[src/sad_pkg.sv]
// Purpose: Shared constants and types for the SMM and I/O address decoder
// Assumes: 32-bit host addresses, 16-bit I/O space plus the wrap bit
// Notes: Register offsets are byte addresses of aligned 32-bit words
package sad_pkg;
  // ----------------------------------------------------------------
  // Register map
  // ----------------------------------------------------------------
  localparam logic [4:0] REG_CTRL = 5'h00;   // Window and mode enables
  localparam logic [4:0] REG_CEIL = 5'h04;   // Memory ceiling in MB
  localparam logic [4:0] REG_APERTURE_BASE_SETTING = 5'h08; // Aperture base setting
  localparam logic [4:0] REG_APMASK = 5'h0C; // Aperture size mask
  localparam logic [4:0] REG_SHADOW = 5'h10; // Shadow read/write enables
  localparam logic [4:0] REG_STATUS = 5'h14; // Abort count, last route
  localparam logic [4:0] REG_CFGPTR = 5'h18; // Configuration pointer
  // Control fields
  localparam int CB_COMPAT = 0; // Compatible window enable
  localparam int CB_OPEN = 1;   // SMM open flag
  localparam int CB_CLOSE = 2;  // SMM close flag
  localparam int CB_HIGH = 3;   // High remapped segment enable
  localparam int CB_TOP = 4;    // Top segment enable
  localparam int CB_GFX = 5;    // Internal graphics enable
  localparam int CB_BLK64 = 6;  // Completion block is 64 bytes
  localparam int CTRL_W = 7;
  localparam logic [6:0] CTRL_RST = 7'h40;
  localparam logic [11:0] CEIL_RST = 12'h040;
  localparam logic [11:0] TOP_SZ_MB = 12'h001;
  localparam int MB_LSB = 20;
  localparam int SHD_LSB = 14;  // 16 KB shadow blocks
  localparam int SHD_N = 16;
  // ----------------------------------------------------------------
  // Address windows
  // ----------------------------------------------------------------
  localparam logic [31:0] COMPAT_LO = 32'h000A0000;
  localparam logic [31:0] COMPAT_HI = 32'h000BFFFF;
  localparam logic [31:0] HIGH_LO = 32'hFEDA0000;
  localparam logic [31:0] HIGH_HI = 32'hFEDBFFFF;
  localparam logic [31:0] SHD_LO = 32'h000C0000;
  localparam logic [31:0] SHD_HI = 32'h000FFFFF;
  localparam logic [15:0] IO_WRAP4 = 16'hFFFD;
  localparam logic [15:0] IO_WRAP2 = 16'hFFFF;
  localparam logic [15:0] CFG_ADDR_PORT = 16'h0CF8;
  localparam logic [15:0] CFG_DATA_PORT = 16'h0CFC;
  localparam logic [15:0] GFX_IO_LO = 16'h03B0;
  localparam logic [15:0] GFX_IO_HI = 16'h03DF;
  localparam logic [15:0] IDE1_LO = 16'h01F0;
  localparam logic [15:0] IDE1_HI = 16'h01F7;
  localparam logic [15:0] IDE2_LO = 16'h0170;
  localparam logic [15:0] IDE2_HI = 16'h0177;
  localparam logic [2:0] LEN2 = 3'h2;
  localparam logic [2:0] LEN4 = 3'h4;
  localparam logic [8:0] BLK32 = 9'h020;
  localparam logic [8:0] BLK64 = 9'h040;
  localparam logic [8:0] HUB_MAX_LEN = 9'h100;
  // ----------------------------------------------------------------
  // Types
  // ----------------------------------------------------------------
  typedef enum logic [2:0] {
    RT_NONE = 3'b000, RT_DRAM = 3'b001, RT_HUB = 3'b010,
    RT_GFX = 3'b011, RT_INT = 3'b100, RT_ABORT = 3'b101
  } sad_route_e;
  typedef enum logic [1:0] {
    RG_BAD = 2'b00, RG_DRAM = 2'b01, RG_APER = 2'b10, RG_VGA = 2'b11
  } sad_rgn_e;
  typedef enum logic [0:0] {ST_IDLE = 1'b0, ST_BLK = 1'b1} sad_state_e;
endpackage : sad_pkg

[src/sad_decoder.sv]
// Purpose: Host bridge decoder for SMM windows, shadowing and I/O space
// Assumes: One request per port per cycle; inputs synchronous to clk
// Notes: Hub requests are split into naturally aligned blocks
`timescale 1ns/1ps
module sad_decoder
  import sad_pkg::*;
#(
  parameter int HUB_AW = 40, // Hub address width
  parameter int LEN_W = 9    // Hub length width, holds 256
) (
  input wire logic clk,
  input wire logic resetn,
  input wire logic clk_en,
  input wire logic [4:0] avs_address,
  input wire logic avs_read,
  input wire logic avs_write,
  input wire logic [31:0] avs_writedata,
  output logic [31:0] avs_readdata,
  output logic avs_waitrequest,
  input wire logic cpu_valid,
  input wire logic [31:0] cpu_addr,
  input wire logic cpu_io,
  input wire logic cpu_write,
  input wire logic cpu_wb,
  input wire logic cpu_smm,
  input wire logic cpu_data,
  input wire logic cpu_gfx_src,
  input wire logic [2:0] cpu_len,
  input wire logic [31:0] cpu_wdata,
  output logic cpu_out_valid,
  output logic [2:0] cpu_route,
  output logic [31:0] cpu_out_addr,
  output logic cpu_addr_bit16,
  output logic cpu_nonposted,
  input wire logic hub_valid,
  output logic hub_ready,
  input wire logic [HUB_AW-1:0] hub_addr,
  input wire logic hub_io,
  input wire logic hub_write,
  input wire logic hub_need_cpl,
  input wire logic [LEN_W-1:0] hub_len,
  output logic hub_blk_valid,
  output logic [31:0] hub_blk_addr,
  output logic [LEN_W-1:0] hub_blk_bytes,
  output logic [1:0] hub_blk_tgt,
  output logic hub_blk_cpl,
  output logic hub_blk_abort,
  output logic hub_blk_ones,
  output logic hub_blk_be_off,
  output logic hub_blk_snoop,
  output logic hub_blk_last
);
  // ----------------------------------------------------------------
  // Reset release
  // ----------------------------------------------------------------
  logic rst_s1_r; // First stage, read only by the second
  logic rst_n;    // Released copy used everywhere
  always_ff @(posedge clk or negedge resetn) begin
    if (!resetn) begin
      rst_s1_r <= 1'b0;
      rst_n <= 1'b0;
    end else begin
      rst_s1_r <= 1'b1;
      rst_n <= rst_s1_r;
    end
  end

  // ----------------------------------------------------------------
  // Register bus slave
  // ----------------------------------------------------------------
  logic [CTRL_W-1:0] ctrl_r;   // Window enables and flags
  logic [11:0] ceil_r;         // Memory ceiling, MB units
  logic [31:0] aperture_base_setting_r;       // Aperture base setting
  logic [31:0] apmask_r;       // Aperture size setting as a mask
  logic [31:0] shadow_r;       // Low half read, high half write
  logic [31:0] cfgptr_r;       // Configuration address pointer
  logic [15:0] abort_cnt_r;    // Hub blocks ended by abort
  logic [2:0] last_route_r;    // Last CPU route
  logic wait_r;
  logic [31:0] rdata_r;
  wire bus_req = avs_read | avs_write;
  // Write lands only at the edge where waitrequest is seen low
  wire bus_wr = avs_write & ~wait_r;
  wire [31:0] status_w = {abort_cnt_r, 13'h0000, last_route_r};
  wire hit_ctrl = avs_address == REG_CTRL;
  wire hit_ceil = avs_address == REG_CEIL;
  wire hit_apb = avs_address == REG_APERTURE_BASE_SETTING;
  wire hit_apm = avs_address == REG_APMASK;
  wire hit_shd = avs_address == REG_SHADOW;
  wire hit_sts = avs_address == REG_STATUS;
  wire hit_cfg = avs_address == REG_CFGPTR;
  // Unmapped words read as zero and ignore writes
  wire [31:0] rmux =
    hit_ctrl ? {25'h0000000, ctrl_r} :
    hit_ceil ? {20'h00000, ceil_r} :
    hit_apb ? aperture_base_setting_r :
    hit_apm ? apmask_r :
    hit_shd ? shadow_r :
    hit_sts ? status_w :
    hit_cfg ? cfgptr_r : 32'h00000000;

  // One wait cycle per access, then a one-cycle answer
  always_ff @(posedge clk or negedge rst_n) begin
    if (!rst_n) begin
      wait_r <= 1'b1;
      rdata_r <= 32'h00000000;
    end else if (clk_en) begin
      wait_r <= ~(bus_req & wait_r);
      if (bus_req & wait_r) begin
        rdata_r <= rmux;
      end
    end
  end

  // Software settings; with open and close both set, open wins
  always_ff @(posedge clk or negedge rst_n) begin
    if (!rst_n) begin
      ctrl_r <= CTRL_RST;
      ceil_r <= CEIL_RST;
      aperture_base_setting_r <= 32'h00000000;
      apmask_r <= 32'h00000000;
      shadow_r <= 32'h00000000;
    end else if (clk_en & bus_wr) begin
      if (hit_ctrl) ctrl_r <= avs_writedata[CTRL_W-1:0];
      if (hit_ceil) ceil_r <= avs_writedata[11:0];
      if (hit_apb) aperture_base_setting_r <= avs_writedata;
      if (hit_apm) apmask_r <= avs_writedata;
      if (hit_shd) shadow_r <= avs_writedata;
    end
  end
  assign avs_readdata = rdata_r;
  assign avs_waitrequest = wait_r;

  // ----------------------------------------------------------------
  // Shared memory map, used for host, graphics and hub sources
  // ----------------------------------------------------------------
  wire [11:0] top_mb = ceil_r - TOP_SZ_MB;
  function automatic logic in_compat(input logic [31:0] a);
    in_compat = (a >= COMPAT_LO) && (a <= COMPAT_HI);
  endfunction : in_compat
  function automatic logic in_top(input logic [31:0] a);
    in_top = ctrl_r[CB_TOP] && (a[31:MB_LSB] == top_mb);
  endfunction : in_top
  function automatic logic below_ceil(input logic [31:0] a);
    below_ceil = a[31:MB_LSB] < ceil_r;
  endfunction : below_ceil
  // Region of a hub address; SMM space is never a valid target
  function automatic sad_rgn_e rgn_of(input logic [31:0] a,
                                      input logic wr);
    if (in_compat(a)) begin
      rgn_of = wr ? RG_VGA : RG_BAD;
    end else if (in_top(a)) begin
      rgn_of = RG_BAD;
    end else if (below_ceil(a)) begin
      rgn_of = RG_DRAM;
    end else if ((apmask_r != 32'h00000000) &&
                 ((a & apmask_r) == (aperture_base_setting_r & apmask_r))) begin
      rgn_of = RG_APER;
    end else begin
      rgn_of = RG_BAD;
    end
  endfunction : rgn_of

  // ----------------------------------------------------------------
  // CPU and graphics source decode
  // ----------------------------------------------------------------
  wire [15:0] io_a = cpu_addr[15:0];
  // Graphics-sourced cycles use the same map but are never in SMM
  wire smm_mode = cpu_smm & ~cpu_gfx_src;
  // Open admits everyone; close steers SMM data to the bus
  wire compat_ok = ctrl_r[CB_OPEN] |
                   (smm_mode & ~(ctrl_r[CB_CLOSE] & cpu_data));
  // Write-backs keep cache coherency even outside SMM
  wire ext_ok = smm_mode | cpu_wb;
  wire hit_high = ctrl_r[CB_HIGH] && (cpu_addr >= HIGH_LO) &&
                  (cpu_addr <= HIGH_HI);
  wire hit_cmp = ctrl_r[CB_COMPAT] && in_compat(cpu_addr);
  wire hit_top = in_top(cpu_addr);
  wire hit_shd_w = (cpu_addr >= SHD_LO) && (cpu_addr <= SHD_HI);
  wire [3:0] shd_idx = cpu_addr[SHD_LSB+3:SHD_LSB];
  wire shd_dram = cpu_write ? shadow_r[SHD_N + 32'(shd_idx)]
                            : shadow_r[shd_idx];
  wire gfx_on = ctrl_r[CB_GFX];
  // Four bytes from FFFDh..FFFFh or two from FFFFh wrap past 64K
  wire wrap16 = ((cpu_len == LEN4) && (io_a >= IO_WRAP4)) ||
                ((cpu_len == LEN2) && (io_a == IO_WRAP2));
  wire io_cfga = io_a == CFG_ADDR_PORT;
  wire io_cfgd = io_a[15:2] == CFG_DATA_PORT[15:2];
  wire io_gfx = gfx_on && (io_a >= GFX_IO_LO) && (io_a <= GFX_IO_HI);
  wire io_ide = ((io_a >= IDE1_LO) && (io_a <= IDE1_HI)) ||
                ((io_a >= IDE2_LO) && (io_a <= IDE2_HI));
  sad_route_e io_rt;
  sad_route_e mem_rt;
  logic [31:0] mem_a;
  // I/O route: configuration ports first, then graphics, then hub
  assign io_rt = (io_cfga | io_cfgd) ? RT_INT :
                 io_gfx ? RT_GFX :
                 RT_HUB;
  // Memory route by window priority
  assign mem_rt =
    hit_high ? (ext_ok ? RT_DRAM : RT_ABORT) :
    hit_cmp ? (compat_ok ? RT_DRAM : (gfx_on ? RT_GFX : RT_HUB)) :
    hit_top ? (ext_ok ? RT_DRAM : RT_ABORT) :
    hit_shd_w ? (shd_dram ? RT_DRAM : RT_HUB) :
    below_ceil(cpu_addr) ? RT_DRAM : RT_HUB;
  // High segment lands on the compatible DRAM range
  assign mem_a = hit_high ? {12'h000, cpu_addr[MB_LSB-1:0]}
                          : cpu_addr;
  wire [2:0] rt_w = cpu_io ? io_rt : mem_rt;
  // I/O address goes out as is, wrap flag beside it
  wire [31:0] out_a_w = cpu_io ? {16'h0000, io_a} : mem_a;
  wire np_w = cpu_io & cpu_write & io_ide & (io_rt == RT_HUB);

  logic cpu_out_valid_r;
  logic [2:0] cpu_route_r;
  logic [31:0] cpu_out_addr_r;
  logic cpu_a16_r;
  logic cpu_np_r;
  // Registered CPU answer, one cycle after the request
  always_ff @(posedge clk or negedge rst_n) begin
    if (!rst_n) begin
      cpu_out_valid_r <= 1'b0;
      cpu_route_r <= RT_NONE;
      cpu_out_addr_r <= 32'h00000000;
      cpu_a16_r <= 1'b0;
      cpu_np_r <= 1'b0;
      last_route_r <= RT_NONE;
    end else if (clk_en) begin
      cpu_out_valid_r <= cpu_valid;
      if (cpu_valid) begin
        cpu_route_r <= rt_w;
        cpu_out_addr_r <= out_a_w;
        cpu_a16_r <= cpu_io & wrap16;
        cpu_np_r <= np_w;
        last_route_r <= rt_w;
      end
    end
  end

  // Configuration pointer captured from a dword write to its port
  always_ff @(posedge clk or negedge rst_n) begin
    if (!rst_n) begin
      cfgptr_r <= 32'h00000000;
    end else if (clk_en && cpu_valid && cpu_io && cpu_write &&
                 io_cfga && (cpu_len == LEN4)) begin
      cfgptr_r <= cpu_wdata;
    end
  end
  assign cpu_out_valid = cpu_out_valid_r;
  assign cpu_route = cpu_route_r;
  assign cpu_out_addr = cpu_out_addr_r;
  assign cpu_addr_bit16 = cpu_a16_r;
  assign cpu_nonposted = cpu_np_r;

  // ----------------------------------------------------------------
  // Hub request splitter
  // ----------------------------------------------------------------
  sad_state_e st_r;
  logic ready_r;
  logic [31:0] cur_r;         // Start of the next block
  logic [LEN_W-1:0] rem_r;    // Bytes still to cover
  logic wr_r;
  logic cpl_r;
  logic start_ok_r;
  logic [1:0] start_rgn_r;
  logic bv_r, bcpl_r, babt_r, bones_r, bbe_r, bsnp_r, blast_r;
  logic [31:0] baddr_r;
  logic [LEN_W-1:0] bbytes_r;
  logic [1:0] btgt_r;
  wire take = hub_valid & ready_r;
  wire hub_hi = hub_addr[HUB_AW-1:32] != '0;
  sad_rgn_e acc_rgn;
  sad_rgn_e cur_rgn;
  assign acc_rgn = rgn_of(hub_addr[31:0], hub_write);
  assign cur_rgn = rgn_of(cur_r, wr_r);
  wire [LEN_W-1:0] bsz = ctrl_r[CB_BLK64] ? BLK64 : BLK32;
  wire [LEN_W-1:0] off = cur_r[LEN_W-1:0] & (bsz - 1'b1);
  wire [LEN_W-1:0] room = bsz - off;
  // Never let a block cross a natural block edge
  wire [LEN_W-1:0] step = (rem_r < room) ? rem_r : room;
  // Block is good only if the start was good and stays on its device
  wire blk_ok = start_ok_r && (cur_rgn == start_rgn_r);
  wire need_st = ~wr_r | cpl_r;
  wire is_last = rem_r == step;

  // Accept, then walk block by block; I/O and high cycles end at once
  always_ff @(posedge clk or negedge rst_n) begin
    if (!rst_n) begin
      st_r <= ST_IDLE;
      ready_r <= 1'b1;
      cur_r <= 32'h00000000;
      rem_r <= '0;
      wr_r <= 1'b0;
      cpl_r <= 1'b0;
      start_ok_r <= 1'b0;
      start_rgn_r <= RG_BAD;
    end else if (clk_en) begin
      case (st_r)
        ST_IDLE: begin
          if (take && !hub_io && !hub_hi) begin
            st_r <= ST_BLK;
            ready_r <= 1'b0;
            cur_r <= hub_addr[31:0];
            // Zero length is taken as one byte
            rem_r <= (hub_len == '0) ? LEN_W'(1) :
                     (hub_len > HUB_MAX_LEN) ? HUB_MAX_LEN : hub_len;
            wr_r <= hub_write;
            cpl_r <= hub_need_cpl;
            start_ok_r <= acc_rgn != RG_BAD;
            start_rgn_r <= acc_rgn;
          end
        end
        ST_BLK: begin
          cur_r <= cur_r + 32'(step);
          rem_r <= rem_r - step;
          if (is_last) begin
            st_r <= ST_IDLE;
            ready_r <= 1'b1;
          end
        end
        default: begin
          st_r <= ST_IDLE;
          ready_r <= 1'b1;
        end
      endcase
    end
  end

  // Block results; invalid split blocks go to address zero, snooped
  always_ff @(posedge clk or negedge rst_n) begin
    if (!rst_n) begin
      {bv_r, bcpl_r, babt_r, bones_r, bbe_r, bsnp_r, blast_r} <= '0;
      baddr_r <= 32'h00000000;
      bbytes_r <= '0;
      btgt_r <= RG_BAD;
      abort_cnt_r <= 16'h0000;
    end else if (clk_en) begin
      bv_r <= 1'b0;
      if (st_r == ST_IDLE && take && (hub_io || hub_hi)) begin
        // I/O refused; high reads aborted; high writes dropped
        bv_r <= hub_io | ~hub_write;
        bcpl_r <= 1'b1;
        babt_r <= 1'b1;
        bones_r <= ~hub_write;
        bbe_r <= 1'b0;
        bsnp_r <= 1'b0;
        blast_r <= 1'b1;
        baddr_r <= hub_addr[31:0];
        bbytes_r <= hub_len;
        btgt_r <= RG_BAD;
        if (hub_io | ~hub_write) abort_cnt_r <= abort_cnt_r + 16'h0001;
      end else if (st_r == ST_BLK) begin
        bv_r <= 1'b1;
        bcpl_r <= need_st;
        babt_r <= ~blk_ok & need_st;
        bones_r <= ~blk_ok & ~wr_r;
        bbe_r <= ~blk_ok & wr_r;
        bsnp_r <= 1'b1;
        blast_r <= is_last;
        baddr_r <= blk_ok ? cur_r : 32'h00000000;
        bbytes_r <= step;
        btgt_r <= blk_ok ? cur_rgn : RG_BAD;
        if (~blk_ok & need_st) abort_cnt_r <= abort_cnt_r + 16'h0001;
      end
    end
  end
  assign hub_ready = ready_r;
  assign hub_blk_valid = bv_r;
  assign hub_blk_addr = baddr_r;
  assign hub_blk_bytes = bbytes_r;
  assign hub_blk_tgt = btgt_r;
  assign hub_blk_cpl = bcpl_r;
  assign hub_blk_abort = babt_r;
  assign hub_blk_ones = bones_r;
  assign hub_blk_be_off = bbe_r;
  assign hub_blk_snoop = bsnp_r;
  assign hub_blk_last = blast_r;
endmodule : sad_decoder

[config.mk]
export PLATFORM = sky130hd
export DESIGN_NAME = sad_decoder
export DESIGN_NICKNAME = d
export VERILOG_FILES = /design/src/sad_pkg.sv /design/src/sad_decoder.sv
export SDC_FILE = /design/constraint.sdc
export NUM_CORES = 1
export LEC_CHECK = 0
export BUFFER_PORTS_ARGS = -buffer_cell sky130_fd_sc_hd__buf_2
export CAP_MARGIN = 15
export CORE_UTILIZATION = 58
export DETAILED_ROUTE_END_ITERATION = 16
export HOLD_SLACK_MARGIN = 0.02
export PLACE_DENSITY_LB_ADDON = 0.25
export SLEW_MARGIN = 15
export SYNTH_ARGS = -nofsm -noshare
export SYNTH_HDL_FRONTEND = slang
export SYNTH_SLANG_ARGS = --single-unit
[constraint.sdc]
create_clock -name clk -period 12.3 [get_ports clk]
set_clock_uncertainty 0.1 [all_clocks]
set_input_delay 1.23 -clock clk [delete_from_list [all_inputs] [get_ports clk]]
set_output_delay 1.23 -clock clk [all_outputs]
set_load 0.02 [all_outputs]
==> results of run 1 <==
==> cell families (layout without fill, tap and decap cells) <==
group / after synthesis / after routing / share of synthesized area
XOR/XNOR: 130 / 130 / 0.0591
flip-flops: 334 / 334 / 0.431
adder cells (fa/ha/maj): 66 / 66 / 0.0432
multiplexers: 226 / 226 / 0.134
AO/OA/AOI/OAI: 481 / 481 / 0.158
other: 1 / 3 / 0.000193
buffers and inverters: 175 / 440 / 0.0352
AND/OR/NAND/NOR: 534 / 534 / 0.139
==> through the flow <==
| step | cells | cell area [µm²] |
|---|---|---|
| after floorplan | 1949 | 19400 |
| after global placement | 2588 | 21100 |
| after detailed placement | 2588 | 21100 |
| after CTS | 2656 | 22300 |
| after global routing | 2656 | 22400 |
| final | 2656 | 22400 |
==> per-layer routing <==
layer / share of wire / up-vias
li1: - / 7590
met2: 0.46 / 905
met5: 0.00017 / -
met3: 0.082 / 178
met4: 0.041 / 2
met1: 0.42 / 8452
==> worst reg2reg max path, cell delays in order, from the launching register on <==
cell and delay [ps]:
dfrtp_1 480, inv_1 100, ha_1 310, inv_1 50
ha_1 270, a21o_1 120, a21o_1 130, a21o_1 120
a21o_1 110, a21oi_1 60, o21a_1 220, nor2_1 850
mux2i_1 420, ha_1 240, inv_1 60, fa_1 400
nor2b_1 120, o21ai_0 100, a21boi_0 250, o21ai_0 140
a21boi_0 330, o21bai_1 150, a2111oi_1 1000, nand4_1 220
a21o_1 230, a221o_1 290
==> sequential cells by signal, indices dropped and copies added, names as in the netlist, 2 cells and up <==
name,flops
aperture_base_setting_r,32
apmask_r,32
avs_readdata,32
cfgptr_r,32
cpu_out_addr,32
cur_r,32
hub_blk_addr,32
shadow_r,32
abort_cnt_r,16
ceil_r,12
hub_blk_bytes,9
rem_r,9
ctrl_r,7
cpu_route,3
hub_blk_tgt,2
start_rgn_r,2
==> power by group <==
part | switching (mW) | internal (mW)
registers | 0.0755 | 1.15
logic | 0.269 | 0.189
clock network | 0.465 | 0.638
total | 0.810 | 1.98
==> worst max-delay path by stage <==
stage                            endpoint  slack, ps
2_1_floorplan  abort_cnt_r[0]$_DFFE_PN0P_       2210
3_3_place_gp        cur_r[26]$_DFFE_PN0P_       5660
3_5_place_dp        cur_r[26]$_DFFE_PN0P_       5490
4_1_cts             cur_r[26]$_DFFE_PN0P_       5430
5_1_grt             cur_r[26]$_DFFE_PN0P_       4920
6_report            cur_r[26]$_DFFE_PN0P_       5300
==> final cells by class <==
| class | count | area [µm²] |
|---|---|---|
| clock inverter | 13 | 124 |
| clock buffer | 55 | 1080 |
| multi-input combinational | 1440 | 10400 |
| timing repair buffer | 312 | 1620 |
| sequential | 334 | 8370 |
| inverter | 60 | 225 |
| tap | 442 | 553 |
| fill | 2572 | 10400 |
==> layout by cell type (no fill, tap or decap), types with 12 or more instances in the layout <==
cell type,n
inv_1,60
o22ai_1,31
mux2i_1,48
buf_4,22
a21oi_1,132
nand3_1,25
a211oi_1,12
nor2b_1,16
nor4_1,28
nand2b_1,20
nand2_1,178
dfrtp_1,329
buf_2,290
a22o_1,15
o21ai_0,125
o21a_1,18
clkbuf_16,37
a22oi_1,33
a21o_1,14
ha_1,63
nand4_1,28
mux2_2,162
a221oi_1,17
xnor2_1,36
nor2_1,116
xor2_1,93
nor3_1,45
==> metrics.txt, run 1 <==
share of cells above drive strength 1=0.263; TritonCTS buffer count=37; RePlAce Congestion=1.00; RSZ-0062 raised after global routing=no; Hold Startpoint=rst_s1_r$_DFF_PN0_; global-route wire length before repair=99,300 µm; Initial Util=0.593; I/O pins=291; cell area after synthesis=19,400 µm²; number of flops mapped to enable cells by yosys=0; DR WL/cell=24.7 µm; Max H-tree Level=2; GRT met3 Usage=0.0580; Least-Margin Pin Slew=1160 ps; PD cells=125 nW/µm²; min cycle time layout=7000 ps; core region area=32,700 µm²; M2 GR Usage=0.600; commonest register cell after synthesis=dfrtp_1; unique cell type count in the Yosys netlist=81; Fin Setup TNS=0 ps; WL final=65,600 µm; Highest Clock Rate=143 MHz; Critical path buffers and inverters=3; Syn Inst Count=1,947; Hold Path Class=reg2reg; post_cts resized=0; delay-heaviest family, CP=compound AO/OA/AOI/OAI gates; count of input and output buffers=290; DP Worst Slack=5490 ps; via count=17,127; TritonCTS clock tree=yes; final hold slack=255 ps; post-CTS setup buffer count=0; Tot Pwr=2.79 mW; vias in the first global route=16,571; Slew headroom=0.222; largest net degree at the start of global routing=84; global router's overall resource usage=0.385; GR peak layer=met2; Die X=185 µm; Worst Setup End Kind=register; Final setup viols=0; P&R area growth vs syn=15.3%; share of the synthesized area in the top cell type=0.426; CP required=12,600 ps; final slew viol count=0; Seq/Total Area, Yosys=0.431; CTS Sinks=334; clock buffer depth=3; WP data arrival=7300 ps; Hold Buf Count CTS=0; Synth Register Bits=334; # diodes=0; final design utilization=0.683; Hold EP=rst_n$_DFF_PN0_; count leader, synth=dfrtp_1; Hold Vio Cnt, Final=0; Detailed Routing Iterations Pass 1=8; worst skew pair latency=540 ps; top cells by count, synth=dfrtp_1 (330), nand2_1 (178), mux2_2 (162); post-synth top area cell=dfrtp_1; Reg2Reg Setup Slack=5300 ps; final worst path period share=0.569; die area=34,200 µm²; Clock Pin Slew Worst Setup and Hold Paths=60 ps; post-route ant nets=0; Worst path max stage delay=1000 ps; Avg Cell Area, Syn=9.96 µm²; critical path depth=25; clk root buf=clkbuf_16; Overflow after GRT=0; Setup Crit Path Kind=reg2reg; RR Startpoint=cur_r[0]$_DFFE_PN0P_; status=finished, final reports clean; initial antenna violation count=1; GRT met1 Usage=0.540; Setup crit start kind=register; hold path cells=0; crit path launch=cur_r[0]$_DFFE_PN0P_; Max-Cap Viols=0; Die Ht=185 µm; Post-synth ARST share=1.00; CP dominant cell by count=a21o_1; CP max FO=11; Nets=2,419; Critical-path top delay cell=a2111oi_1; yosys warns=0; top post-synthesis cells by area=dfrtp_1 (43%), mux2_2 (9.4%), xor2_1 (4.2%); Post-route DRC=0; final setup margin=5300 ps; Static Leak=10.8 nW; DR iter-0 viols=1,668; post-DP HPWL=48,900 µm; Reg2Reg Capture Point=cur_r[26]$_DFFE_PN0P_; Worst VDD drop=0.113 mV; R2R depth=25; num rows=66; Via density=6.45
Note: power is estimated with default switching activity, not from simulation.
==> run 2, diff against run 1 <==
- clock period: 12.3 -> 7.09 ns (I/O delays scaled with it)
==> metrics.txt, run 2 (synthesis results as in run 1) <==
Static Leak=10.8 nW (+0.20%); Internal=3.46 mW (+75%); TritonCTS buffer count=36 (-2.7%); Setup Crit Path Kind=reg2reg; Hold Vio Cnt, Final=0 (unchanged); Initial Util=0.593 (unchanged); Logic pwr share=0.164 (about the same); Placement Cell Area=21,200 µm² (about the same); WP data arrival=6610 ps (-690 ps); Highest Clock Rate=159 MHz (+11%); Setup crit start kind=register; Worst Setup End Kind=register; Worst VDD drop=0.222 mV (+97%); Die X=185 µm (unchanged); post-route ant nets=0 (unchanged); most frequent cells in the layout=dfrtp_1 (329), buf_2 (290), nand2_1 (177); clock buffer depth=3 (unchanged); post-placement cell count=2,588 (unchanged); RePlAce Congestion=1.04 (+3.4%); I/O pins=291 (unchanged); clock power share=0.399 (+0.003); final slew viol count=0 (unchanged); most common cell after layout, fill and taps aside=dfrtp_1; DR iter-0 viols=1,698 (+1.8%); global-route wire length before repair=99,000 µm (-0.28%); count of input and output buffers=290 (unchanged); CP max FO=11 (unchanged); global router's overall resource usage=0.385 (about the same); Post-route DRC=0 (unchanged); Tot Pwr=4.86 mW (+74%); Clock Pin Slew Worst Setup and Hold Paths=60 ps (about the same); Die Ht=185 µm (unchanged); Hold Path Class=reg2reg; Nets=2,419 (unchanged); final worst path period share=0.889 (+0.319); final design utilization=0.685 (+0.00153); P&R area growth vs syn=15.5%; WL final=65,300 µm (-0.47%); Fin Setup TNS=0 ps (unchanged); PD cells=217 nW/µm² (+74%); Max H-tree Level=2 (unchanged); CP required=7400 ps (-5200 ps); Switch Pwr=1.40 mW (+72%); final instance area=22,400 µm² (+0.22%); Slew headroom=0.290 (+0.0687); status=finished, final reports clean; CTS Sinks=334 (unchanged); initial antenna violation count=2 (+1); RSZ-0062 raised after global routing=no; DP Worst Slack=617 ps (-4870 ps); Final setup viols=0 (unchanged); final hold slack=255 ps (-0.0440 ps); share of cells above drive strength 1=0.265 (+0.00147); Via density=6.46 (+0.16%); Layout fillers=2,584 (+0.47%); Reg power frac=0.437 (-0.003); Least-Margin Pin Slew=1060 ps (-104 ps); core region area=32,700 µm² (unchanged); worst skew pair latency=540 ps (about the same); final setup margin=790 ps (-4510 ps); Max-Cap Viols=0 (unchanged); via count=17,154 (+0.16%); fin cells=2,656 (unchanged); DR WL/cell=24.6 µm (-0.47%); die area=34,200 µm² (unchanged); vias in the first global route=16,616 (+0.27%); Overflow after GRT=0 (unchanged); clk root buf=clkbuf_16; largest net degree at the start of global routing=134 (+60%); sw frac=0.287 (-0.00299); min cycle time layout=6300 ps (-700 ps); Detailed Routing Iterations Pass 1=6 (-2); num rows=66 (unchanged); post-DP HPWL=48,400 µm (-1.1%); TritonCTS clock tree=yes
run 2: final timing paths:
check                                startpoint                           end  slack, ps  cells past startpoint
hold reg to reg              rst_s1_r$_DFF_PN0_               rst_n$_DFF_PN0_        260                      0
min in group asynchronous       rst_n$_DFF_PN0_         cur_r[15]$_DFFE_PN0P_        290                      0
max in group asynchronous       rst_n$_DFF_PN0_  hub_blk_addr[23]$_DFFE_PN0P_       4900                      2
setup reg to reg           cur_r[0]$_DFFE_PN0P_         cur_r[26]$_DFFE_PN0P_        790                     26
setup / recovery           cur_r[0]$_DFFE_PN0P_         cur_r[26]$_DFFE_PN0P_        790                     26
hold / removal               rst_s1_r$_DFF_PN0_               rst_n$_DFF_PN0_        260                      0
run 2: layout make-up:
cell class / instances / area, µm² / area share
multi-input cells: 1440 / 10400 / 0.464
clock inverters: 13 / 153 / 0.00681
repair buffers: 313 / 1640 / 0.0732
clock buffers: 53 / 1070 / 0.0480
well taps: 442 / 553 / 0.0247
inverters: 60 / 225 / 0.0101
flip-flops and latches: 334 / 8370 / 0.374
diodes: 1 / 2.50 / 0.000112
run 2: worst max-delay path: stages, from the launching register on:
cell and delay, ps:
dfrtp_1 490, inv_1 100, ha_1 310, inv_1 40
ha_1 260, a21o_1 110, a21o_1 110, a21o_1 110
a21o_1 100, a21oi_1 60, o21a_1 220, nor2_2 520
mux2i_1 390, ha_1 240, inv_1 60, fa_1 400
nor2b_1 120, o21ai_0 90, a21boi_0 240, o21ai_0 140
a21boi_0 300, o21bai_1 160, a2111oi_1 610, buf_4 250
nand4_1 120, a21o_1 220, a221o_1 280
run 2: timing repair:
action	4_1_cts	5_1_grt
gates resized for setup	0	1
endpoints found under the setup margin	0	1
setup buffers	0	0
hold buffers	1	0
endpoints found under the hold margin	2	0
run 2: metal layers:
layer	part of all wire	routed length [µm]	GRT usage	up-vias
li1	-	-	-	7620
met1	0.40	26400	0.528	8476
met2	0.46	29800	0.591	872
met3	0.094	6110	0.0816	184
met4	0.045	2960	0.169	2
met5	0.00020	13	0	-
run 2: power groups by stage:
stage	sequential (mW)	clock [mW]	combinational (mW)
floorplan	2.16	0	0.463
global placement	2.15	0	0.769
detailed placement	2.15	0	0.784
CTS	2.12	1.96	0.790
global route	2.13	2.04	0.861
finish	2.12	1.94	0.798
